[config.mk]
export PLATFORM = sky130hd
export DESIGN_NAME = cmt_ctrl
export DESIGN_NICKNAME = d
export VERILOG_FILES = /design/src/core/cmt_pkg.sv /design/src/core/cmt_ctrl.sv
export VERILOG_INCLUDE_DIRS = /design/src /design/src/core
export SDC_FILE = /design/constraint.sdc
export NUM_CORES = 2
export LEC_CHECK = 0
export BUFFER_PORTS_ARGS = -buffer_cell sky130_fd_sc_hd__clkbuf_2
export CAP_MARGIN = 30
export CORE_ASPECT_RATIO = 1.2
export CORE_MARGIN = 10
export CORE_UTILIZATION = 37
export DETAILED_ROUTE_END_ITERATION = 12
export SYNTH_ARGS = -nofsm -noshare
export SYNTH_HDL_FRONTEND = slang
export SYNTH_SLANG_ARGS = --single-unit
[constraint.sdc]
create_clock -name i_clk -period 13.1 [get_ports i_clk]
set_input_delay 2.62 -clock i_clk [delete_from_list [all_inputs] [get_ports i_clk]]
set_output_delay 2.62 -clock i_clk [all_outputs]
set_load 0.05 [all_outputs]
[src/core/cmt_regs.svh]
// Register offsets, field positions, reset values and counts of the CAN mode/timing block
`ifndef CMT_REGS_SVH
`define CMT_REGS_SVH
// Byte offsets of the APB registers, and paddr[7:6] codes of the slot register regions
`define CMT_OFS_CTRL    8'h00
`define CMT_OFS_STAT    8'h04
`define CMT_OFS_BCFG    8'h08
`define CMT_OFS_CSEL    8'h0C
`define CMT_OFS_IEN     8'h10
`define CMT_OFS_IDF     8'h14
`define CMT_OFS_REC     8'h18
`define CMT_OFS_TEC     8'h1C
`define CMT_OFS_TSR     8'h20
`define CMT_OFS_GMR     8'h24
`define CMT_OFS_LMA     8'h28
`define CMT_OFS_LMB     8'h2C
`define CMT_OFS_AFS     8'h30
`define CMT_REGION_SCTL 2'h1
`define CMT_REGION_SID  2'h2
// Control register bits
`define CMT_CTL_RESET   0
`define CMT_CTL_SLEEP   1
`define CMT_CTL_LOOP    2
`define CMT_CTL_FIFO    3
`define CMT_CTL_RETBO   4
`define CMT_CTL_TSPRE   5
// Status register bits
`define CMT_ST_TXSUCC   4
`define CMT_ST_RXSUCC   5
`define CMT_ST_TXSTATE  6
`define CMT_ST_RXSTATE  7
`define CMT_ST_RESET    8
`define CMT_ST_LOOP     9
`define CMT_ST_FIFO     11
`define CMT_ST_PASSIVE  13
`define CMT_ST_BUSOFF   14
// Slot control bits
`define CMT_SC_NEWDATA  0
`define CMT_SC_MSGLOST  4
`define CMT_SC_RXREQ    6
`define CMT_SC_TXREQ    7
// Bit configuration fields, each holding length minus one
`define CMT_BC_BRP      0
`define CMT_BC_PROP     4
`define CMT_BC_PS1      8
`define CMT_BC_PS2      12
`define CMT_BC_SJW      16
// Reset values and counts
`define CMT_BCFG_RST    18'h0_2220
`define CMT_STD_MASK    29'h1FFC_0000
`define CMT_CSEL_MAX    3'h4
`define CMT_TEC_INC     9'h008
`define CMT_ERR_PASSIVE 9'h080
`define CMT_ERR_BUSOFF  9'h100
`endif

[src/core/cmt_pkg.sv]
// Types of the CAN mode/timing block
`default_nettype none
package cmt_pkg;
   typedef enum logic [1:0] {MODE_RESET, MODE_OP, MODE_SLEEP} cmt_mode_t;
   typedef enum logic [1:0] {OPS_IDLE, OPS_RX, OPS_TX} cmt_opst_t;
   typedef enum logic [1:0] {SEG_SYNC, SEG_PROP, SEG_PS1, SEG_PS2} cmt_seg_t;
   typedef struct packed {
      logic        psel;
      logic        penable;
      logic        pwrite;
      logic [7:0]  paddr;
      logic [31:0] pwdata;
   } cmt_apb_req_t;
   typedef struct packed {
      logic        valid;
      logic        ext;
      logic        own;
      logic [28:0] id;
   } cmt_rx_frame_t;
   typedef struct packed {
      logic       tx_err;
      logic       rx_err;
      logic       tx_ok;
      logic       rx_ok;
      logic [3:0] tx_slot;
   } cmt_err_evt_t;
   typedef struct packed {
      logic       valid;
      logic [3:0] slot;
   } cmt_accept_t;
   typedef struct packed {
      cmt_mode_t        mode;
      cmt_opst_t        opst;
      logic             rst_req;
      logic             sleep;
      logic             loop;
      logic             fifo;
      logic [1:0]       ts_pre;
      logic [17:0]      bcfg;
      logic [2:0]       csel;
      logic [15:0]      ien;
      logic [15:0]      idf;
      logic [7:0]       rec;
      logic [8:0]       tec;
      logic             busoff;
      logic [15:0]      ts;
      logic [2:0]       ts_div;
      logic [28:0]      gmr;
      logic [28:0]      lma;
      logic [28:0]      lmb;
      logic [10:0]      afs;
      logic [15:0][7:0] sctl;
      logic [15:0][28:0] sid;
      logic [3:0]       last_slot;
      logic             rx_succ;
      logic             tx_succ;
      logic             fifo_next;
      logic [31:0]      prdata;
      logic             pslverr;
      logic [9:0]       psc;
      logic             tq;
      cmt_seg_t         seg;
      logic [3:0]       seg_cnt;
      logic [3:0]       ps1_ext;
      logic             edge_pend;
      logic             sample;
      logic             bit_tick;
      logic             rx_s1;
      logic             rx_s2;
      logic             rx_prev;
      cmt_accept_t      acc;
      logic             reinit;
   } cmt_state_t;
endpackage : cmt_pkg
`default_nettype wire

[src/core/cmt_ctrl.sv]
// CAN channel mode control, bit timing, acceptance filter and time stamp with APB registers
`timescale 1ns/10ps
`default_nettype none
`include "cmt_regs.svh"
module cmt_ctrl (
   input  wire logic                   i_clk,
   input  wire logic                   i_sys_rst,
   input  wire cmt_pkg::cmt_apb_req_t  i_apb,
   output logic [31:0]                 o_prdata,
   output logic                        o_pready,
   output logic                        o_pslverr,
   input  wire logic                   i_can_rx,
   input  wire logic                   i_tx_busy,
   input  wire logic                   i_rx_busy,
   input  wire cmt_pkg::cmt_rx_frame_t i_rx_frame,
   input  wire cmt_pkg::cmt_err_evt_t  i_err_evt,
   output cmt_pkg::cmt_accept_t        o_accept,
   output logic                        o_clk_gate_en,
   output logic                        o_tx_enable,
   output logic                        o_loopback,
   output logic                        o_engine_reinit,
   output logic                        o_tq_tick,
   output logic                        o_sample_point,
   output logic                        o_bit_tick,
   output logic [15:0]                 o_slot_irq_en
);
   import cmt_pkg::*;

   cmt_state_t  s_reg;
   cmt_state_t  s_next;
   logic [15:0] match;

   // ****************************************************************
   // Per-slot acceptance compare
   // ****************************************************************
   genvar gj;
   generate
      for (gj = 0; gj < 16; gj++) begin : g_slot
         logic [28:0] mask;
         logic [28:0] diff;
         assign mask = (gj < 14) ? s_reg.gmr : ((gj == 14) ? s_reg.lma : s_reg.lmb);
         assign diff = (i_rx_frame.id ^ s_reg.sid[gj]) & mask
                       & (s_reg.idf[gj] ? 29'h1FFF_FFFF : `CMT_STD_MASK);
         assign match[gj] = s_reg.sctl[gj][`CMT_SC_RXREQ] && !s_reg.sctl[gj][`CMT_SC_TXREQ]
                            && (s_reg.idf[gj] == i_rx_frame.ext) && (diff == 29'h0000_0000);
      end
   endgenerate

   // ****************************************************************
   // Next state
   // ****************************************************************
   always_comb begin
      logic        op;
      logic        setup;
      logic        wr;
      logic [31:0] rd;
      logic [31:0] wd;
      logic [3:0]  idx;
      logic [2:0]  dsel;
      logic [9:0]  psc_lim;
      logic        tq_now;
      logic [3:0]  prop_len;
      logic [3:0]  ps1_len;
      logic [3:0]  ps2_len;
      logic [3:0]  resync_jump_width;
      logic [3:0]  perr;
      logic        fall;
      logic        hit;
      logic [3:0]  slot;
      logic [2:0]  tsm;
      logic [7:0]  onehot;
      s_next   = s_reg;
      op       = (s_reg.mode == MODE_OP);
      setup    = i_apb.psel && !i_apb.penable;
      wr       = i_apb.psel && i_apb.penable && i_apb.pwrite;
      wd       = i_apb.pwdata;
      idx      = i_apb.paddr[5:2];
      rd       = 32'h0000_0000;
      hit      = 1'b0;
      slot     = 4'h0;
      onehot   = 8'h01 << s_reg.afs[2:0];
      tsm      = 3'((4'h1 << s_reg.ts_pre) - 4'h1);
      s_next.tq        = 1'b0;
      s_next.sample    = 1'b0;
      s_next.bit_tick  = 1'b0;
      s_next.acc.valid = 1'b0;
      s_next.reinit    = 1'b0;
      s_next.rx_s1     = i_can_rx;
      s_next.rx_s2     = s_reg.rx_s1;
      s_next.rx_prev   = s_reg.rx_s2;
      s_next.opst      = i_tx_busy ? OPS_TX : (i_rx_busy ? OPS_RX : OPS_IDLE);

      // Operational mode transitions
      case (s_reg.mode)
         MODE_RESET: begin
            if (s_reg.sleep) begin
               s_next.mode = MODE_SLEEP;
            end else if (!s_reg.rst_req) begin
               s_next.mode = MODE_OP;
            end
         end
         MODE_OP: begin
            if (s_reg.rst_req && !i_tx_busy) begin
               s_next.mode = MODE_RESET;
            end
         end
         MODE_SLEEP: begin
            if (!s_reg.sleep) begin
               s_next.mode = MODE_RESET;
            end
         end
         default: begin
            s_next.mode = MODE_RESET;
         end
      endcase

      // Register read, captured in the setup phase
      if (setup) begin
         s_next.pslverr = (i_apb.paddr[1:0] != 2'h0);
         if (i_apb.paddr[7:6] == `CMT_REGION_SCTL) begin
            rd = {24'h00_0000, s_reg.sctl[idx]};
         end else if (i_apb.paddr[7:6] == `CMT_REGION_SID) begin
            rd = {3'h0, s_reg.sid[idx]};
         end else begin
            case (i_apb.paddr)
               `CMT_OFS_CTRL: begin
                  rd = {25'h000_0000, s_reg.ts_pre, 1'b0, s_reg.fifo, s_reg.loop,
                        s_reg.sleep, s_reg.rst_req};
               end
               `CMT_OFS_STAT: begin
                  rd[3:0]             = s_reg.last_slot;
                  rd[`CMT_ST_TXSUCC]  = s_reg.tx_succ;
                  rd[`CMT_ST_RXSUCC]  = s_reg.rx_succ;
                  rd[`CMT_ST_TXSTATE] = (s_reg.opst == OPS_TX);
                  rd[`CMT_ST_RXSTATE] = (s_reg.opst == OPS_RX);
                  rd[`CMT_ST_RESET]   = !op;
                  rd[`CMT_ST_LOOP]    = s_reg.loop;
                  rd[`CMT_ST_FIFO]    = s_reg.fifo;
                  rd[`CMT_ST_PASSIVE] = (s_reg.tec >= `CMT_ERR_PASSIVE)
                                        || ({1'b0, s_reg.rec} >= `CMT_ERR_PASSIVE);
                  rd[`CMT_ST_BUSOFF]  = s_reg.busoff;
               end
               `CMT_OFS_BCFG: rd = {14'h0000, s_reg.bcfg};
               `CMT_OFS_CSEL: rd = {29'h0000_0000, s_reg.csel};
               `CMT_OFS_IEN:  rd = {16'h0000, s_reg.ien};
               `CMT_OFS_IDF:  rd = {16'h0000, s_reg.idf};
               `CMT_OFS_REC:  rd = {24'h00_0000, s_reg.rec};
               `CMT_OFS_TEC:  rd = {23'h00_0000, s_reg.tec};
               `CMT_OFS_TSR:  rd = {16'h0000, s_reg.ts};
               `CMT_OFS_GMR:  rd = {3'h0, s_reg.gmr};
               `CMT_OFS_LMA:  rd = {3'h0, s_reg.lma};
               `CMT_OFS_LMB:  rd = {3'h0, s_reg.lmb};
               `CMT_OFS_AFS:  rd = {5'h00, s_reg.afs, onehot, s_reg.afs[10:3]};
               default: begin
                  s_next.pslverr = 1'b1;
               end
            endcase
         end
         s_next.prdata = rd;
      end

      // Register write in the access phase
      if (wr && (i_apb.paddr[1:0] == 2'h0)) begin
         if (i_apb.paddr[7:6] == `CMT_REGION_SCTL) begin
            if (op) begin
               s_next.sctl[idx] = wd[7:0];
               s_next.sctl[idx][`CMT_SC_NEWDATA] = s_reg.sctl[idx][`CMT_SC_NEWDATA]
                                                   & wd[`CMT_SC_NEWDATA];
               s_next.sctl[idx][`CMT_SC_MSGLOST] = s_reg.sctl[idx][`CMT_SC_MSGLOST]
                                                   & wd[`CMT_SC_MSGLOST];
            end
         end else if (i_apb.paddr[7:6] == `CMT_REGION_SID) begin
            s_next.sid[idx] = wd[28:0];
         end else begin
            case (i_apb.paddr)
               `CMT_OFS_CTRL: begin
                  s_next.rst_req = wd[`CMT_CTL_RESET];
                  s_next.sleep   = wd[`CMT_CTL_SLEEP];
                  s_next.loop    = wd[`CMT_CTL_LOOP];
                  s_next.fifo    = wd[`CMT_CTL_FIFO];
                  s_next.ts_pre  = wd[`CMT_CTL_TSPRE +: 2];
               end
               `CMT_OFS_BCFG: s_next.bcfg = wd[17:0];
               `CMT_OFS_CSEL: s_next.csel = wd[2:0];
               `CMT_OFS_IEN: begin
                  if (op) begin
                     s_next.ien = wd[15:0];
                  end
               end
               `CMT_OFS_IDF: begin
                  if (op) begin
                     s_next.idf = wd[15:0];
                  end
               end
               `CMT_OFS_GMR:  s_next.gmr = wd[28:0];
               `CMT_OFS_LMA:  s_next.lma = wd[28:0];
               `CMT_OFS_LMB:  s_next.lmb = wd[28:0];
               default: begin
               end
            endcase
         end
      end

      // Quantum prescaler: 2 x clock divider x (field + 1)
      dsel    = (s_reg.csel > `CMT_CSEL_MAX) ? `CMT_CSEL_MAX : s_reg.csel;
      psc_lim = 10'((10'h002 << dsel) * ({6'h00, s_reg.bcfg[`CMT_BC_BRP +: 4]} + 10'h001)
                    - 10'h001);
      tq_now  = op && (s_reg.psc >= psc_lim);
      s_next.psc = tq_now ? 10'h000 : (s_reg.psc + 10'h001);
      s_next.tq  = tq_now;

      // Bit segments and resynchronisation
      prop_len = {1'b0, s_reg.bcfg[`CMT_BC_PROP +: 3]} + 4'h1;
      ps1_len  = {1'b0, s_reg.bcfg[`CMT_BC_PS1 +: 3]} + 4'h1 + s_reg.ps1_ext;
      ps2_len  = {1'b0, s_reg.bcfg[`CMT_BC_PS2 +: 3]} + 4'h1;
      resync_jump_width      = {2'h0, s_reg.bcfg[`CMT_BC_SJW +: 2]} + 4'h1;
      fall     = s_reg.rx_prev && !s_reg.rx_s2;
      perr     = (s_reg.seg == SEG_PROP) ? (s_reg.seg_cnt + 4'h1)
                                          : (prop_len + s_reg.seg_cnt + 4'h1);
      s_next.edge_pend = fall && tq_now;
      if (tq_now) begin
         case (s_reg.seg)
            SEG_SYNC: begin
               s_next.seg     = SEG_PROP;
               s_next.seg_cnt = 4'h0;
            end
            SEG_PROP: begin
               s_next.seg_cnt = s_reg.seg_cnt + 4'h1;
               if (s_reg.seg_cnt >= prop_len - 4'h1) begin
                  s_next.seg     = SEG_PS1;
                  s_next.seg_cnt = 4'h0;
               end
            end
            SEG_PS1: begin
               s_next.seg_cnt = s_reg.seg_cnt + 4'h1;
               if (s_reg.seg_cnt >= ps1_len - 4'h1) begin
                  s_next.seg     = SEG_PS2;
                  s_next.seg_cnt = 4'h0;
                  s_next.ps1_ext = 4'h0;
                  s_next.sample  = 1'b1;
               end
            end
            SEG_PS2: begin
               s_next.seg_cnt = s_reg.seg_cnt + 4'h1;
               if (s_reg.seg_cnt >= ps2_len - 4'h1) begin
                  s_next.seg      = SEG_SYNC;
                  s_next.seg_cnt  = 4'h0;
                  s_next.bit_tick = 1'b1;
               end
            end
            default: begin
               s_next.seg = SEG_SYNC;
            end
         endcase
      end else if (op && (fall || s_reg.edge_pend)) begin
         if ((s_reg.seg == SEG_PROP) || (s_reg.seg == SEG_PS1)) begin
            s_next.ps1_ext = (perr > resync_jump_width) ? resync_jump_width : perr;
         end else if (s_reg.seg == SEG_PS2) begin
            if ((ps2_len - s_reg.seg_cnt) <= resync_jump_width) begin
               s_next.seg      = SEG_SYNC;
               s_next.seg_cnt  = 4'h0;
               s_next.bit_tick = 1'b1;
            end else begin
               s_next.seg_cnt = s_reg.seg_cnt + resync_jump_width;
            end
         end
      end

      // Time stamp counter, one tick per 1, 2, 4 or 8 bit times
      if (s_next.bit_tick) begin
         s_next.ts_div = s_reg.ts_div + 3'h1;
         if ((s_reg.ts_div & tsm) == tsm) begin
            s_next.ts = s_reg.ts + 16'h0001;
         end
      end

      // Acceptance and slot update
      if (op && !s_reg.busoff && i_rx_frame.valid && (!i_rx_frame.own || s_reg.loop)) begin
         if (!i_rx_frame.ext) begin
            s_next.afs = i_rx_frame.id[28:18];
         end
         for (int j = 13; j >= 0; j--) begin
            if (match[j]) begin
               hit  = 1'b1;
               slot = 4'(j);
            end
         end
         if (!hit && (match[14] || match[15])) begin
            hit = 1'b1;
            if (s_reg.fifo) begin
               slot             = s_reg.fifo_next ? 4'hF : 4'hE;
               s_next.fifo_next = !s_reg.fifo_next;
            end else begin
               slot = match[14] ? 4'hE : 4'hF;
            end
         end
         if (hit) begin
            s_next.acc.valid = 1'b1;
            s_next.acc.slot  = slot;
            s_next.rx_succ   = 1'b1;
            s_next.last_slot = slot;
            s_next.sctl[slot][`CMT_SC_NEWDATA] = 1'b1;
            if (s_reg.sctl[slot][`CMT_SC_NEWDATA]) begin
               s_next.sctl[slot][`CMT_SC_MSGLOST] = 1'b1;
            end
         end
      end

      // Fault confinement counters
      if (op && !s_reg.busoff) begin
         if (i_err_evt.tx_err) begin
            s_next.tec = s_reg.tec + `CMT_TEC_INC;
         end else if (i_err_evt.tx_ok && (s_reg.tec != 9'h000)) begin
            s_next.tec = s_reg.tec - 9'h001;
         end
         if (i_err_evt.rx_err && (s_reg.rec != 8'hFF)) begin
            s_next.rec = s_reg.rec + 8'h01;
         end else if (i_err_evt.rx_ok && (s_reg.rec != 8'h00)) begin
            s_next.rec = s_reg.rec - 8'h01;
         end
         if (s_reg.tec >= `CMT_ERR_BUSOFF) begin
            s_next.busoff = 1'b1;
         end
         if (i_err_evt.tx_ok) begin
            s_next.tx_succ   = 1'b1;
            s_next.last_slot = i_err_evt.tx_slot;
         end
      end
      if (wr && (i_apb.paddr == `CMT_OFS_CTRL) && wd[`CMT_CTL_RETBO] && s_reg.busoff) begin
         s_next.busoff = 1'b0;
         s_next.tec    = 9'h000;
         s_next.rec    = 8'h00;
         s_next.reinit = 1'b1;
      end

      // Locked registers held at reset values outside operation
      if (!op) begin
         s_next.sctl      = '0;
         s_next.ien       = 16'h0000;
         s_next.idf       = 16'h0000;
         s_next.rec       = 8'h00;
         s_next.tec       = 9'h000;
         s_next.busoff    = 1'b0;
         s_next.ts        = 16'h0000;
         s_next.ts_div    = 3'h0;
         s_next.rx_succ   = 1'b0;
         s_next.tx_succ   = 1'b0;
         s_next.last_slot = 4'h0;
         s_next.fifo_next = 1'b0;
         s_next.seg       = SEG_SYNC;
         s_next.seg_cnt   = 4'h0;
         s_next.ps1_ext   = 4'h0;
      end

      if (i_sys_rst) begin
         s_next         = '0;
         s_next.mode    = MODE_RESET;
         s_next.rst_req = 1'b1;
         s_next.bcfg    = `CMT_BCFG_RST;
      end
   end

   always_ff @(posedge i_clk) begin
      s_reg <= s_next;
   end

   assign o_prdata        = s_reg.prdata;
   assign o_pready        = 1'b1;
   assign o_pslverr       = s_reg.pslverr;
   assign o_accept        = s_reg.acc;
   assign o_clk_gate_en   = (s_reg.mode != MODE_SLEEP);
   assign o_tx_enable     = (s_reg.mode == MODE_OP) && !s_reg.busoff;
   assign o_loopback      = s_reg.loop;
   assign o_engine_reinit = s_reg.reinit;
   assign o_tq_tick       = s_reg.tq;
   assign o_sample_point  = s_reg.sample;
   assign o_bit_tick      = s_reg.bit_tick;
   assign o_slot_irq_en   = s_reg.ien;
endmodule : cmt_ctrl
`default_nettype wire

==> run summary <==
outcome: completed
die width: 348.2 µm
RD Place Congestion: 0.9571
WP data required: 13650 ps
I/O pin cnt: 150
DP HPWL: 133200 µm
commonest non-fill, non-tap cell in the layout: nand2_1
Critical Setup Path Class: input pin to register
asr flop ratio synth: 0
Syn. warnings: 0
antenna viol nets, final: 0
Pwr per Cell Area: 109.9 mW/mm²
minimum clock period: 6740 ps
final net count: 5752
WP data arrival: 7290 ps
vias in the first global route: 40580
Clock Path Buffers: 3
Mapped Area: 0.04784 mm²
final slew viol count: 0
Place WS: 5873 ps
Post-synth EDFFs: 0
Final Cycle Share: 0.5145
global-route wire length before repair: 277000 µm
synthesized area per cell: 8.234 µm²
clock transition at the registers of the reported paths: 60 ps
CTS tree: yes
die area: 0.1441 mm²
Layout area overhead: 9.105%
DR vias: 43020
Post-CTS Repair Setup Buffers: 0
num rows: 144
unrepaired setup endpoints after global routing: no
overall power: 5.736 mW
core footprint: 0.1285 mm²
Final Util: 0.4063
Leak: 18.67 nW
Max Clock Skew: 30.03 ps
Post-CTS Hold Fix Bufs: 0
largest net degree at the start of global routing: 210
H-Tree Depth: 3
overall routing resource usage: 0.2539
initial antenna violation count: 19
Port Buffers: 142
final setup TNS: 0 ps
Setup crit start kind: input pin
DRC viols: 0
Routed WL per cell: 26.00 µm
slew margin rel.: 0.1709
synthesized flop and latch total: 860
fin worst setup slack: 6360 ps
final hold vios: 0
die height: 413.9 µm
commonest non-fill, non-tap cells in the layout: nand2_1, dfxtp_1, a21oi_1, xor2_1, nor2_1
Design Area, Final: 0.05219 mm²
drt first pass iters: 6
commonest register cell after synthesis: dfxtp_1
peak supply drop: 101.2 µV
Netlist cell types: 74
post_cts resized: 0
Clock Latency Late Sink: 720 ps
Hold Crit Class: register to register
cts bufs inserted: 88
sequential area share after synthesis: 0.3599
vias per cell: 5.876
final setup fails: 0
placed cell area: 0.04907 mm²
Initial Utilization: 0.3724
Routed WL: 190400 µm
crit path max fanout: 16
f_max: 0.1484 GHz
GR Overflow Total: 0
Slew @ Worst Pin: 1244 ps
Post-Syn Instances: 5810
DRC violation total after the first TritonRoute iteration: 5036
share of cells above drive strength 1: 0.1098
Sink Count: 860
CTS root buf: clkbuf_16
Setup crit end kind: register
Max-Cap Viols: 0
## area by class of cell
cell class / count / area [µm²]
well taps: 1679 / 2101
clock inverters: 37 / 540.5
fillers: 12820 / 76270
repair buffers: 230 / 1528
inverters: 89 / 334.1
clock buffers: 123 / 2544
flip-flops and latches: 860 / 17220
multi-input cells: 4296 / 27910
diodes: 7 / 17.52
## final timing paths
kind / endpoint / cells past startpoint / slack, ps / start
max: s_reg[637] / 12 / 6360 / i_rx_frame[8]
min: o_prdata[2] / 2 / 450 / o_prdata[2]
max reg2reg: s_reg[780] / 24 / 6940 / s_reg[835]
min reg2reg: o_prdata[2] / 2 / 450 / o_prdata[2]
## routing by layer
layer	part of all wire	up-vias	track usage
met5	0.0012	-	0.004348
met4	0.082	26	0.1906
met3	0.091	575	0.04774
met2	0.45	2345	0.4010
met1	0.38	20710	0.3059
li1	-	19370	-
## stage by stage
| stage | std cells | hold slack [ps] |
|---|---|---|
| floorplan | 5818 | 413.8 |
| global placement | 7137 | 439.0 |
| detailed placement | 7152 | 436.5 |
| CTS | 7312 | 451.1 |
| global route | 7321 | 470.8 |
| finish | 7321 | 451.5 |
## where the power goes
part	leakage (nW)	internal, mW	switching [mW]
sequential	6.92	2.62	0.00262
combinational	10.2	0.0930	0.256
clock	1.53	1.60	1.17
total	18.7	4.31	1.43
## worst max-delay path, stage by stage
cell,delay [ps]
clkbuf_2,400
xor2_1,280
a22o_1,290
a221oi_2,380
nand4_1,450
a2111oi_4,640
a211oi_2,160
o211ai_1,580
a21oi_2,360
nand2b_1,440
o2111ai_1,480
o22ai_1,150
## kinds of logic after synthesis
kind of cell,after synthesis,share of synthesized area
AOI/OAI and AO/OA,1240,0.1591
xor gates and xnor gates,540,0.09902
adders and majority gates,99,0.02935
buffers and inverters,662,0.06118
DFF,860,0.3599
muxes,284,0.1079
other,2,0.0001570
and+or+nand+nor,2123,0.1834
## synth_stat cells, types with 16 or more instances
cell type	instances	share of area
nand2_1	1534	0.12
mux4_2	185	0.087
dfxtp_1	860	0.36
a21oi_1	747	0.078
xor2_1	495	0.091
buf_1	34	0.0027
nor3_1	25	0.0026
nand4_1	58	0.0076
nor2b_1	23	0.0030
a221oi_1	53	0.0097
a22oi_1	207	0.032
ha_1	77	0.020
nand3_1	81	0.0085
inv_1	89	0.0070
fa_1	22	0.0092
nor4_1	17	0.0022
a22o_1	52	0.0095
and3_1	23	0.0030
o21ai_0	40	0.0042
nor2_1	261	0.020
buf_6	18	0.0042
a21o_1	16	0.0025
buf_2	41	0.0043
and2_1	20	0.0026
nand2b_1	25	0.0033
xnor2_1	44	0.0081
mux2i_1	95	0.020
buf_4	68	0.011
clkbuf_1	412	0.032
(Power assumes the default switching activity.)
